### src/rtl/plc_pkg.sv
// Package with constants and types of the synthesizer lock and calibration
package plc_pkg;

   // ==========================================================
   // Clock and timing
   localparam int CLK_MHZ      = 200;
   localparam int LOCK_WIN_NS  = 5;
   localparam int LOCK_WIN_RAW = (LOCK_WIN_NS * CLK_MHZ) / 1000;
   localparam int LOCK_WIN_CYC = (LOCK_WIN_RAW < 1) ? 1 : LOCK_WIN_RAW;
   localparam int CAL_PERIODS  = 7;
   localparam int SETTLE_TICKS = 1;
   localparam int FINISH_TICKS = 1;
   localparam int BAND_BITS    = 5;
   localparam int BAND_COUNT   = 32;

   // ==========================================================
   // Register map
   localparam logic [11:0] ADDR_CTRL = 12'h000;
   localparam logic [11:0] ADDR_STAT = 12'h004;
   localparam logic [31:0] CTRL_RST  = 32'h0000_0000;

   localparam int CTRL_START  = 0;
   localparam int CTRL_ALG    = 1;
   localparam int CTRL_AUTO   = 2;
   localparam int CTRL_MUTE   = 3;
   localparam int CTRL_CP_LSB = 4;
   localparam int CP_BITS     = 3;
   localparam int CTRL_AMP_LSB = 8;
   localparam int AMP_BITS    = 2;
   localparam int CTRL_USED   = 10;

   localparam int STAT_LOCK     = 0;
   localparam int STAT_BUSY     = 1;
   localparam int STAT_BAND_LSB = 8;

   // ==========================================================
   // Calibration sequencer states
   typedef enum logic [1:0] {
      PLC_IDLE,
      PLC_SETTLE,
      PLC_SEARCH,
      PLC_FINISH
   } plc_cal_state_t;

endpackage

### src/rtl/plc_link_if.sv
// Interface joining the control top, lock detector and calibration sequencer
`timescale 1ns/1ps
interface plc_link_if;
   logic       pfd_up;
   logic       pfd_dn;
   logic       lock;
   logic       tick;
   logic       start;
   logic       alg;
   logic       auto_en;
   logic       vco_above;
   logic       busy;
   logic       done;
   logic [4:0] band;

   modport ctl (output pfd_up, output pfd_dn, output tick, output start,
                output alg, output auto_en, output vco_above,
                input lock, input busy, input done, input band);
   modport lk  (input pfd_up, input pfd_dn, output lock);
   modport seq (input tick, input start, input alg, input auto_en,
                input vco_above, input lock,
                output busy, output done, output band);
endinterface // plc_link_if

### src/rtl/plc_lock_det.sv
// Lock detector comparing rising edges of the up and down pulses
`timescale 1ns/1ps
module plc_lock_det (
   input wire logic pclk,
   input wire logic presetn,
   plc_link_if.lk   lk
);
   localparam int WIN = plc_pkg::LOCK_WIN_CYC;
   localparam int CW  = (WIN < 2) ? 1 : $clog2(WIN + 1);

   logic          up_d_r;
   logic          dn_d_r;
   logic          wait_r;
   logic          side_r;
   logic [CW-1:0] cnt_r;
   logic          lock_r;

   // ==========================================================
   // Edge pairing
   wire up_rise = lk.pfd_up & ~up_d_r;
   wire dn_rise = lk.pfd_dn & ~dn_d_r;
   wire other   = side_r ? up_rise : dn_rise;
   wire sep_ok  = (32'(cnt_r) + 1) < WIN;
   wire good    = (up_rise & dn_rise) | (wait_r & other & sep_ok);
   wire bad     = wait_r & ~sep_ok;
   wire single  = (up_rise ^ dn_rise) & ~wait_r;

   always_ff @(posedge pclk or negedge presetn) begin
      if (!presetn) begin
         up_d_r <= 1'b0;
         dn_d_r <= 1'b0;
         wait_r <= 1'b0;
         side_r <= 1'b0;
         cnt_r  <= '0;
         lock_r <= 1'b0;
      end else begin
         up_d_r <= lk.pfd_up;
         dn_d_r <= lk.pfd_dn;
         wait_r <= single | (wait_r & ~good & ~bad);
         if (single) begin
            side_r <= dn_rise;
         end
         cnt_r  <= (single | ~wait_r) ? '0 : cnt_r + 1'b1;
         if (good) begin
            lock_r <= 1'b1;
         end else if (bad) begin
            lock_r <= 1'b0;
         end
      end
   end

   assign lk.lock = lock_r;
endmodule // plc_lock_det

### src/rtl/plc_cal_seq.sv
// Sub-band calibration sequencer stepping on the comparison tick
`timescale 1ns/1ps
module plc_cal_seq #(
   parameter int BAND_BITS = plc_pkg::BAND_BITS
) (
   input wire logic pclk,
   input wire logic presetn,
   plc_link_if.seq  sq
);
   initial begin
      if (BAND_BITS != plc_pkg::BAND_BITS) begin
         $error("Band width must match the 32 sub-bands");
      end
      if (plc_pkg::SETTLE_TICKS + BAND_BITS + plc_pkg::FINISH_TICKS
          != plc_pkg::CAL_PERIODS) begin
         $error("Calibration length mismatch");
      end
   end

   plc_pkg::plc_cal_state_t st_r;
   plc_pkg::plc_cal_state_t st_nxt;
   logic [BAND_BITS-1:0]    band_r;
   logic [2:0]              bit_r;
   logic                    pend_r;
   logic                    lock_t_r;
   logic                    done_r;

   // ==========================================================
   // Requests: software start or loss of lock seen on the tick
   wire lock_fall = sq.tick & lock_t_r & ~sq.lock;
   wire restart   = sq.auto_en & lock_fall;
   wire req       = sq.start | restart | pend_r;
   wire last_bit  = (bit_r == 3'd0);
   wire [BAND_BITS-1:0] probe = BAND_BITS'(1) << bit_r;

   always_comb begin
      st_nxt = st_r;
      case (st_r)
         plc_pkg::PLC_IDLE:   if (req & sq.tick) st_nxt = plc_pkg::PLC_SETTLE;
         plc_pkg::PLC_SETTLE: if (sq.tick) st_nxt = plc_pkg::PLC_SEARCH;
         plc_pkg::PLC_SEARCH:
            if (sq.tick & last_bit) st_nxt = plc_pkg::PLC_FINISH;
         plc_pkg::PLC_FINISH: if (sq.tick) st_nxt = plc_pkg::PLC_IDLE;
         default:             st_nxt = plc_pkg::PLC_IDLE;
      endcase
   end

   always_ff @(posedge pclk or negedge presetn) begin
      if (!presetn) begin
         st_r     <= plc_pkg::PLC_IDLE;
         band_r   <= '0;
         bit_r    <= '0;
         pend_r   <= 1'b0;
         lock_t_r <= 1'b0;
         done_r   <= 1'b0;
      end else begin
         st_r   <= st_nxt;
         done_r <= (st_r == plc_pkg::PLC_FINISH) & sq.tick;
         if (sq.tick) begin
            lock_t_r <= sq.lock;
         end
         // An idle tick serves every request seen with it, so the
         // flag clears there; a request while busy waits for idle
         if (st_r == plc_pkg::PLC_IDLE && sq.tick) begin
            pend_r <= 1'b0;
         end else if (sq.start | restart) begin
            pend_r <= 1'b1;
         end
         if (st_r == plc_pkg::PLC_SETTLE && sq.tick) begin
            band_r <= BAND_BITS'(1) << (BAND_BITS - 1);
            bit_r  <= 3'(BAND_BITS - 1);
         end
         if (st_r == plc_pkg::PLC_SEARCH && sq.tick) begin
            // Keep bit while the band still sits below target
            band_r <= (sq.vco_above ? band_r & ~probe : band_r)
                      | (last_bit ? '0 : probe >> 1);
            if (!last_bit) begin
               bit_r <= bit_r - 3'd1;
            end
         end
      end
   end

   assign sq.busy = (st_r != plc_pkg::PLC_IDLE);
   assign sq.done = done_r;
   assign sq.band = band_r;
endmodule // plc_cal_seq

### src/rtl/plc_top.sv
// Synthesizer lock detect, mute, pump and VCO calibration control
`timescale 1ns/1ps
module plc_top (
   input  wire logic        pclk,
   input  wire logic        presetn,
   input  wire logic        psel,
   input  wire logic        penable,
   input  wire logic        pwrite,
   input  wire logic [11:0] paddr,
   input  wire logic [31:0] pwdata,
   output logic      [31:0] prdata,
   output logic             pready,
   output logic             pslverr,
   input  wire logic        pfd_up,
   input  wire logic        pfd_dn,
   input  wire logic        comparison_rate,
   input  wire logic        vco_above,
   output logic             lock_detect,
   output logic             rf_out_en,
   output logic             lo_buf_en,
   output logic             mixer_en,
   output logic             if_amp_en,
   output logic             pump_en,
   output logic      [2:0]  pump_current_sel,
   output logic      [3:0]  pump_level,
   output logic             cal_voltage,
   output logic             cal_voltage_mid,
   output logic             cal_voltage_track,
   output logic      [4:0]  vco_band,
   output logic      [1:0]  vco_amp_sel
);
   plc_link_if lnk ();

   // ==========================================================
   // APB decode
   logic [plc_pkg::CTRL_USED-1:0] ctrl_r;
   logic [31:0]                   prdata_r;
   logic                          lock_r;
   logic                          rate_d_r;

   wire sel_ctrl = (paddr == plc_pkg::ADDR_CTRL);
   wire sel_stat = (paddr == plc_pkg::ADDR_STAT);
   wire mapped   = sel_ctrl | sel_stat;
   wire access   = psel & penable;
   wire wr_ctrl  = access & pwrite & sel_ctrl;
   // Read data is latched in setup so it stands through the access cycle
   wire rd_setup = psel & ~penable & ~pwrite;

   wire start_now  = ctrl_r[plc_pkg::CTRL_START];
   wire start_wr   = pwdata[plc_pkg::CTRL_START];
   wire cal_done   = lnk.done;
   // A write of one is a fresh request even in the done cycle
   wire start_req  = wr_ctrl & start_wr & (~start_now | cal_done);

   wire [31:0] ctrl_rd = {{(32 - plc_pkg::CTRL_USED){1'b0}}, ctrl_r};
   wire [31:0] stat_rd = ({27'h000_0000, lnk.band}
                          << plc_pkg::STAT_BAND_LSB)
                         | ({31'h0000_0000, lnk.busy}
                          << plc_pkg::STAT_BUSY)
                         | ({31'h0000_0000, lnk.lock}
                          << plc_pkg::STAT_LOCK);
   wire [31:0] rd_mux  = sel_ctrl ? ctrl_rd : (sel_stat ? stat_rd : '0);

   // ==========================================================
   // Control register; start bit self-clears, set wins
   logic [plc_pkg::CTRL_USED-1:0] ctrl_nxt;
   always_comb begin
      ctrl_nxt = ctrl_r;
      if (wr_ctrl) begin
         ctrl_nxt = pwdata[plc_pkg::CTRL_USED-1:0];
      end
      if (cal_done && !start_req) begin
         ctrl_nxt[plc_pkg::CTRL_START] = 1'b0;
      end
   end

   always_ff @(posedge pclk or negedge presetn) begin
      if (!presetn) begin
         ctrl_r <= plc_pkg::CTRL_RST[plc_pkg::CTRL_USED-1:0];
      end else begin
         ctrl_r <= ctrl_nxt;
      end
   end

   always_ff @(posedge pclk or negedge presetn) begin
      if (!presetn) begin
         prdata_r <= '0;
      end else if (rd_setup) begin
         prdata_r <= rd_mux;
      end
   end

   // ==========================================================
   // Comparison tick: the divided reference arrives as a level
   always_ff @(posedge pclk or negedge presetn) begin
      if (!presetn) begin
         rate_d_r <= 1'b0;
      end else begin
         rate_d_r <= comparison_rate;
      end
   end

   assign lnk.tick      = comparison_rate & ~rate_d_r;
   assign lnk.pfd_up    = pfd_up;
   assign lnk.pfd_dn    = pfd_dn;
   assign lnk.start     = start_req;
   assign lnk.alg       = ctrl_r[plc_pkg::CTRL_ALG];
   assign lnk.auto_en   = ctrl_r[plc_pkg::CTRL_AUTO];
   assign lnk.vco_above = vco_above;

   plc_lock_det u_lock (
      .pclk    (pclk),
      .presetn (presetn),
      .lk      (lnk.lk)
   );

   plc_cal_seq #(
      .BAND_BITS (plc_pkg::BAND_BITS)
   ) u_seq (
      .pclk    (pclk),
      .presetn (presetn),
      .sq      (lnk.seq)
   );

   // ==========================================================
   // Analog control outputs, all from flip-flops
   logic       mute_r;
   logic       pump_en_r;
   logic       calv_r;
   logic [2:0] cp_r;
   logic [3:0] lvl_r;
   logic [1:0] amp_r;
   logic [4:0] band_r;
   logic       mid_r;
   logic       track_r;

   wire [2:0] cp_sel  = ctrl_r[plc_pkg::CTRL_CP_LSB +: plc_pkg::CP_BITS];
   wire [1:0] amp_sel = ctrl_r[plc_pkg::CTRL_AMP_LSB +: plc_pkg::AMP_BITS];
   wire       hold    = ctrl_r[plc_pkg::CTRL_MUTE] & ~lnk.lock;
   wire       alg1    = ctrl_r[plc_pkg::CTRL_ALG];

   always_ff @(posedge pclk or negedge presetn) begin
      if (!presetn) begin
         lock_r    <= 1'b0;
         mute_r    <= 1'b0;
         pump_en_r <= 1'b0;
         calv_r    <= 1'b0;
         cp_r      <= '0;
         lvl_r     <= '0;
         amp_r     <= '0;
         band_r    <= '0;
         mid_r     <= 1'b0;
         track_r   <= 1'b0;
      end else begin
         lock_r    <= lnk.lock;
         mute_r    <= hold;
         pump_en_r <= ~lnk.busy;
         calv_r    <= lnk.busy;
         cp_r      <= cp_sel;
         lvl_r     <= {1'b0, cp_sel} + 4'h1;
         amp_r     <= amp_sel;
         band_r    <= lnk.band;
         mid_r     <= ~alg1;
         track_r   <= alg1;
      end
   end

   // ==========================================================
   // Port drive; APB answers in the first access cycle
   assign prdata            = prdata_r;
   assign pready            = 1'b1;
   assign pslverr           = access & ~mapped;
   assign lock_detect       = lock_r;
   assign rf_out_en         = ~mute_r;
   assign lo_buf_en         = ~mute_r;
   assign mixer_en          = ~mute_r;
   assign if_amp_en         = ~mute_r;
   assign pump_en           = pump_en_r;
   assign pump_current_sel  = cp_r;
   assign pump_level        = lvl_r;
   assign cal_voltage       = calv_r;
   assign cal_voltage_mid   = mid_r;
   assign cal_voltage_track = track_r;
   assign vco_band          = band_r;
   assign vco_amp_sel       = amp_r;
endmodule // plc_top

### config.mk
export PLATFORM = sky130hd
export DESIGN_NAME = plc_top
export DESIGN_NICKNAME = d
export VERILOG_FILES = /design/src/rtl/plc_pkg.sv /design/src/rtl/plc_link_if.sv /design/src/rtl/plc_lock_det.sv /design/src/rtl/plc_cal_seq.sv /design/src/rtl/plc_top.sv
export SDC_FILE = /design/constraint.sdc
export NUM_CORES = 1
export LEC_CHECK = 0
export CAP_MARGIN = 5
export CORE_ASPECT_RATIO = 0.7
export CORE_UTILIZATION = 35
export CTS_BUF_LIST = sky130_fd_sc_hd__clkbuf_8
export DETAILED_ROUTE_END_ITERATION = 10
export DONT_BUFFER_PORTS = 1
export SETUP_SLACK_MARGIN = 0.1
export SYNTH_ARGS = -nofsm -noshare
export SYNTH_HDL_FRONTEND = slang
export SYNTH_SLANG_ARGS = --single-unit
### constraint.sdc
create_clock -name pclk -period 2 [get_ports pclk]
set_input_delay 0.4 -clock pclk [delete_from_list [all_inputs] [get_ports pclk]]
set_output_delay 0.4 -clock pclk [all_outputs]
set_load 0.02 [all_outputs]
==> results.ini, run 1 <==
[logic_synthesis]
synth_top_family_by_area = simple AND/OR/NAND/NOR gates
synth_compound_area_share_pct = 7.35
netlist_top_cells_count = dfrtp_1 (61), nand2_1 (33), buf_4 (23)
post_synth.cell_area_avg_um2 = 11.0
async_flop_share_pct = 100
ys_warn_count = 0
yosysSeqAreaShare_pct = 57.1
synthSimpleGateAreaFrac_pct = 16.7
synth-xor-area-share_pct = 0.328
synth_area_leaders = dfrtp_1 (57%), buf_4 (6.5%), ha_1 (5.2%), nand2_1 (4.6%), o21ai_0 (2.6%)
synth_adder_area_share_pct = 5.15
syn-cell-area_mm2 = 0.00267
synthCells = 243
synth-seq-cells = 61
synth_edf_count = 0
ys.flop_type = dfrtp_1
yosysMostFrequentCell = dfrtp_1
synth_cell_types = 37
synth_mux_area_share_pct = 3.93
yosysTopAreaCellShare_pct = 57.1
synth_top_area_cell = dfrtp_1

[timing]
slew_headroom_pct = 55.2
setup_violations = 0
rsz0062_at_grt = false
finalMaxSlewViolations = 0
final_hold_viol_count = 0
finalClockSkew_ns = 0.00996
tns_ns = 0
period_needed_ns = 1.75
fmaxAchievable_mhz = 571
hold-worst-slack_ns = 0.0756
min_period_over_period_pct = 87.6
tightest_slew_ns = 0.672

[place]
dp.cells = 340
routabilityCongestion = 0.795
io_buffers = 0
dp_hpwl_mm = 3.84

[routing]
wl_per_cell_um = 15.1
drc = 0
avgViaCountPerCell = 4.67
num_vias = 1672
drt_first_pass_iters = 4
drtIter0Drc = 96
routed_wl_mm = 5.42
detail-route-antenna-nets = 0

[clocking]
path_clk_slew_ns = 0.07
cts_root_buf = clkbuf_8
clock_latency_ns = 0.35
cts.sinks = 61
htree_num_levels = 3
max-clock-path-buffers = 2
cts_made_buffers = 9
tritoncts = done

[global_routing]
antenna_found_initial = 0
grt_usage_pct = 15.3
gr-total-overflow = 0
grt_pass1_vias = 1666
grt_max_degree = 62
grt_pass1_wl_mm = 8.93

[power]
p_leak_nw = 1.49
p_int_mw = 2.23
finalPower_mw = 3.35
combPwrFrac_pct = 18.4
power.net_switching_mw = 1.12
pwr-share-clk_pct = 32.3
swShare_pct = 33.3
powerDensity_mw_per_mm2 = 1120
seq_power_share_pct = 49.3
ir_drop_mv = 0.415

[finish]
drive_above_1_share_pct = 16.2
syn_to_final_growth_pct = 11.9
nets = 319
antennaDiodeCount = 0
layout.cells.non_filler = 358

[setup_path]
crit_fanout = 5
cp_slowest_cell = dfrtp_1
cpPeakStageDelay_ns = 0.43
worstPathBufferInverterCount = 1
reg2reg_from = u_seq.bit_r[0]
cp.required_ns = 2.23
cp-end-kind = register
startpoint_type = register
cp.arrival_ns = 1.98
crit_type = reg -> reg
crit_chain = inv_1 -> ha_1 -> a21boi_0 -> a21oi_1 -> and3_1 -> mux2_2
crit_family = flip-flops
startpoint = u_seq.bit_r[0]

[min_path]
min_from = pfd_up
min_path_type = in -> reg

[floorplan]
core-area_mm2 = 0.00735
die_y_um = 75.1
die_w_um = 106
die_area_mm2 = 0.00799
ios = 110
initial_core_util_pct = 36.3
rows = 26

[run_status]
outcome = finished, final reports clean

[job]
maxCapViolCount = 0

## layout by cell type, fill, tap and decap left out, types with 8 or more instances in the layout
master	count
nor2b_1	9
conb_1	20
clkbuf_8	9
ha_1	11
dfrtp_1	61
o21ai_0	14
buf_4	8
nand3_1	12
nand2_1	33
nor2_1	14
inv_1	12
## cells by family after synthesis
logic type	Yosys count
flops	61
mux	8
compound gates	32
buf+inv	40
simple gates	88
fa+ha+maj	11
other cells	2
xor+xnor	1
## flip-flops by register name, indices dropped and copies added, names as in the netlist, 2 cells and up
name              count
prdata               13
pump_current_sel      3
ctrl_r               10
u_seq.st_r            2
u_seq.sq.band         5
vco_amp_sel           2
pump_level            4
vco_band              5
u_seq.bit_r           3
## stage by stage
| step | setup slack [ns] | utilization [%] | cell area, um2 |
|---|---|---|---|
| 6_report | 0.247 | 40.7 | 2990 |
| 5_1_grt | 0.124 | 40.7 | 2990 |
| 4_1_cts | 0.200 | 40.6 | 2990 |
| 3_5_place_dp | 0.202 | 37.4 | 2750 |
| 3_3_place_gp | 0.215 | 37.4 | 2750 |
| 2_1_floorplan | 0.247 | - | 2740 |
## layer usage
layer	vias to the layer above	track usage, %	part of all wire (%)
met5	-	0	0
met4	0	4.72	1.1
met3	6	9.00	11
met2	77	22.0	42
met1	796	19.4	46
li1	793	-	-
## power by group through the flow
stage	logic (mW)	clock network (mW)	registers (mW)
floorplan	0.458	0	1.63
global placement	0.549	0	1.67
detailed placement	0.577	0	1.68
CTS	0.613	1.11	1.66
global route	0.712	1.18	1.68
finish	0.617	1.08	1.65
## worst register-to-register path, stage by stage (launching register included)
cell and delay, ns:
dfrtp_1 0.43, inv_1 0.13, ha_1 0.27, a21boi_0 0.16, a21oi_1 0.12, and3_1 0.20, mux2_2 0.34
## final cells by class
cell class	count	area [um2]
clock inverter	7	76.3
tap	98	123
fill	735	4360
multi-input combinational	160	978
timing repair buffer	11	118
sequential	61	1530
inverter	12	45.0
clock buffer	9	124
## repair_timing
action / CTS / global route
endpoints found under the setup margin: 0 / 1
hold endpoints to repair: 61 / 0
buffers inserted: 0 / 0
gates resized for setup: 0 / 1
hold buffers: 2 / 0
## final timing paths
| path | to | slack (ns) | depth (start not counted) |
|---|---|---|---|
| max | u_seq.st_r[1] | 0.25 | 6 |
| min | u_lock.up_d_r | 0.08 | 0 |
| max reg2reg | u_seq.st_r[1] | 0.25 | 6 |
| min reg2reg | vco_amp_sel[1] | 0.40 | 0 |
| max in group asynchronous | vco_band[3] | 1.15 | 2 |
| min in group asynchronous | pump_current_sel[1] | 0.58 | 2 |
Note: power is estimated with default switching activity, not from simulation.
==> inputs of run 2 (changes only) <==
RECOVER_POWER = 25   (was default)
==> run 2 against run 1 <==
Net effect:
- routed wire length down 0.22%
- core utilization down 0.27 points
- final cell count unchanged
- sequential power about the same
- via count unchanged
- global-route usage unchanged
- die area unchanged
- sequential cell count unchanged
- total power down 0.41%
- register-to-register slack about the same
- clock power about the same
- clock-buffer cell count unchanged
- highest routed layer unchanged
==> results.ini, run 2 (synthesis gave the netlist of run 1 again) <==
[run_status]
outcome = finished, final reports clean

[setup_path]
cp.required_ns = 2.23  ; about the same
cp.arrival_ns = 1.98  ; about the same
cpPeakStageDelay_ns = 0.43  ; about the same
worstPathBufferInverterCount = 1  ; unchanged
crit_family = flip-flops
rr_worst_depth = 6  ; unchanged
ff2ff_setup_slack_ns = 0.25  ; about the same
crit_chain = inv_1 -> ha_1 -> a21boi_0 -> a21oi_1 -> and3_1 -> mux2_2
worstReg2RegEnd = u_seq.st_r[1]
cp-end-kind = register
startpoint_type = register
crit_type = reg -> reg
reg2reg_from = u_seq.bit_r[0]
cp_slowest_cell = dfrtp_1
crit_fanout = 5  ; unchanged

[floorplan]
core-area_mm2 = 0.00735  ; unchanged
die_y_um = 75.1  ; unchanged
die_area_mm2 = 0.00799  ; unchanged
ios = 110  ; unchanged
die_w_um = 106  ; unchanged
rows = 26  ; unchanged
initial_core_util_pct = 36.3  ; unchanged

[place]
pre_cts_slack_ns = 0.202  ; unchanged
routabilityCongestion = 0.795  ; unchanged
dp_hpwl_mm = 3.84  ; unchanged
dp.cells = 340  ; unchanged
io_buffers = 0  ; unchanged
dpl_cell_area_mm2 = 0.00275  ; unchanged

[global_routing]
use_met1_pct = 19.4  ; unchanged
busiest_layer = met2
grt_max_degree = 62  ; unchanged
grt_util_met2_pct = 22.0  ; unchanged
gr-total-overflow = 0  ; unchanged
grt_pass1_vias = 1666  ; unchanged
grt_usage_pct = 15.3  ; unchanged
grt_pass1_wl_mm = 8.93  ; unchanged
grtUsageMet3_pct = 9.00  ; unchanged
antenna_found_initial = 0  ; unchanged

[routing]
drtIter0Drc = 93  ; -3.1%
drc = 0  ; unchanged
avgViaCountPerCell = 4.67  ; unchanged
detail-route-antenna-nets = 0  ; unchanged
drt_first_pass_iters = 4  ; unchanged
routed_wl_mm = 5.40  ; -0.22%
wl_per_cell_um = 15.1  ; -0.22%
num_vias = 1672  ; unchanged

[timing]
tightest_slew_ns = 0.819  ; +0.147 ns
finalMaxSlewViolations = 0  ; unchanged
final_hold_viol_count = 0  ; unchanged
fmaxAchievable_mhz = 571  ; about the same
setup_violations = 0  ; unchanged
min_period_over_period_pct = 87.6  ; about the same
fin_ws_ns = 0.248  ; +0.000744 ns
period_needed_ns = 1.75  ; -0.000744 ns
tns_ns = 0  ; unchanged
rsz0062_at_grt = false
finalClockSkew_ns = 0.00979  ; -0.000166 ns
slew_headroom_pct = 45.4  ; -9.8 points

[clocking]
max-clock-path-buffers = 2  ; unchanged
cts_root_buf = clkbuf_8
path_clk_slew_ns = 0.07  ; about the same
cts_setup_buffers = 0  ; unchanged
htree_num_levels = 3  ; unchanged
cts.sinks = 61  ; unchanged
tritoncts = done
clock_latency_ns = 0.34  ; about the same
cts_made_buffers = 9  ; unchanged

[min_path]
min_from = pfd_up
min_path_type = in -> reg
hold_depth = 0  ; unchanged
whs_endpoint = u_lock.up_d_r

[power]
powerDensity_mw_per_mm2 = 1120  ; +0.26%
ir_drop_mv = 0.414  ; -0.16%
p_leak_nw = 1.48  ; -0.54%

[finish]
largest_register_ffs = 13  ; unchanged
antennaDiodeCount = 0  ; unchanged
design_area_mm2 = 0.00297  ; -0.67%
syn_to_final_growth_pct = 11.2
layout_common_cells = dfrtp_1 (61), nand2_1 (33), conb_1 (20)
finalCoreUtilization_pct = 40.4  ; -0.27 points
final_common_cell = dfrtp_1
layout.cells.non_filler = 358  ; unchanged
nets = 319  ; unchanged
drive_above_1_share_pct = 16.2  ; unchanged

[job]
maxCapViolCount = 0  ; unchanged

==> run 2: changes by cell type in the layout (fill, tap and decap cells not counted) <==
cell / previous run / this run
clkbuf_4: 0 / 1
buf_16: 1 / 0
==> run 2: layout make-up <==
| class | instances | area [um2] |
|---|---|---|
| timing repair buffer | 11 | 97.6 |
| tap | 98 | 123 |
| fill | 737 | 4380 |
| clock buffer | 9 | 124 |
| inverter | 12 | 45.0 |
| sequential | 61 | 1530 |
| multi-input combinational | 160 | 978 |
| clock inverter | 7 | 76.3 |
==> run 2: timing repair <==
| action | 4_1_cts | 5_1_grt |
|---|---|---|
| hold endpoints to repair | 61 | 0 |
| hold buffers | 2 | 0 |
| endpoints found under the setup margin | 0 | 1 |
| gates resized for setup | 0 | 1 |
==> run 2: worst max-delay path by stage <==
| stage | to | startpoint | cells after the start | slack (ns) |
|---|---|---|---|---|
| after detailed placement | ctrl_r[3] | paddr[3] | 5 | 0.20 |
| after CTS | u_seq.st_r[1] | u_seq.st_r[0] | 7 | 0.20 |
| after global routing | u_seq.st_r[1] | u_seq.st_r[0] | 7 | 0.12 |
| after floorplan | ctrl_r[5] | paddr[3] | 5 | 0.25 |
| final | u_seq.st_r[1] | u_seq.bit_r[0] | 6 | 0.25 |
| after global placement | ctrl_r[9] | paddr[3] | 5 | 0.21 |
==> run 2: power breakdown <==
| group | internal [mW] | total, mW | switching (mW) |
|---|---|---|---|
| clock network | 0.578 | 1.08 | 0.498 |
| logic | 0.237 | 0.609 | 0.372 |
| registers | 1.41 | 1.65 | 0.237 |
| total | 2.23 | 3.34 | 1.11 |
==> run 2: routing by layer <==
layer / up-vias / part of all wire [%]
met3: 7 / 11
met5: - / 0
met2: 75 / 43
met1: 798 / 45
met4: 0 / 1.1
li1: 792 / -
==> run 2: through the flow <==
| step | hold slack (ns) | total power, mW |
|---|---|---|
| after floorplan | 0.104 | 2.08 |
| after global placement | 0.106 | 2.22 |
| after detailed placement | 0.106 | 2.26 |
| after CTS | 0.0635 | 3.38 |
| after global routing | 0.0465 | 3.57 |
| final | 0.0801 | 3.34 |
==> run 2: worst register-to-register path, stage by stage, from the launching register on <==
cell and delay (ns):
dfrtp_1 0.43, inv_1 0.13, ha_1 0.26, a21boi_0 0.16, a21oi_1 0.12, and3_1 0.20, mux2_2 0.34
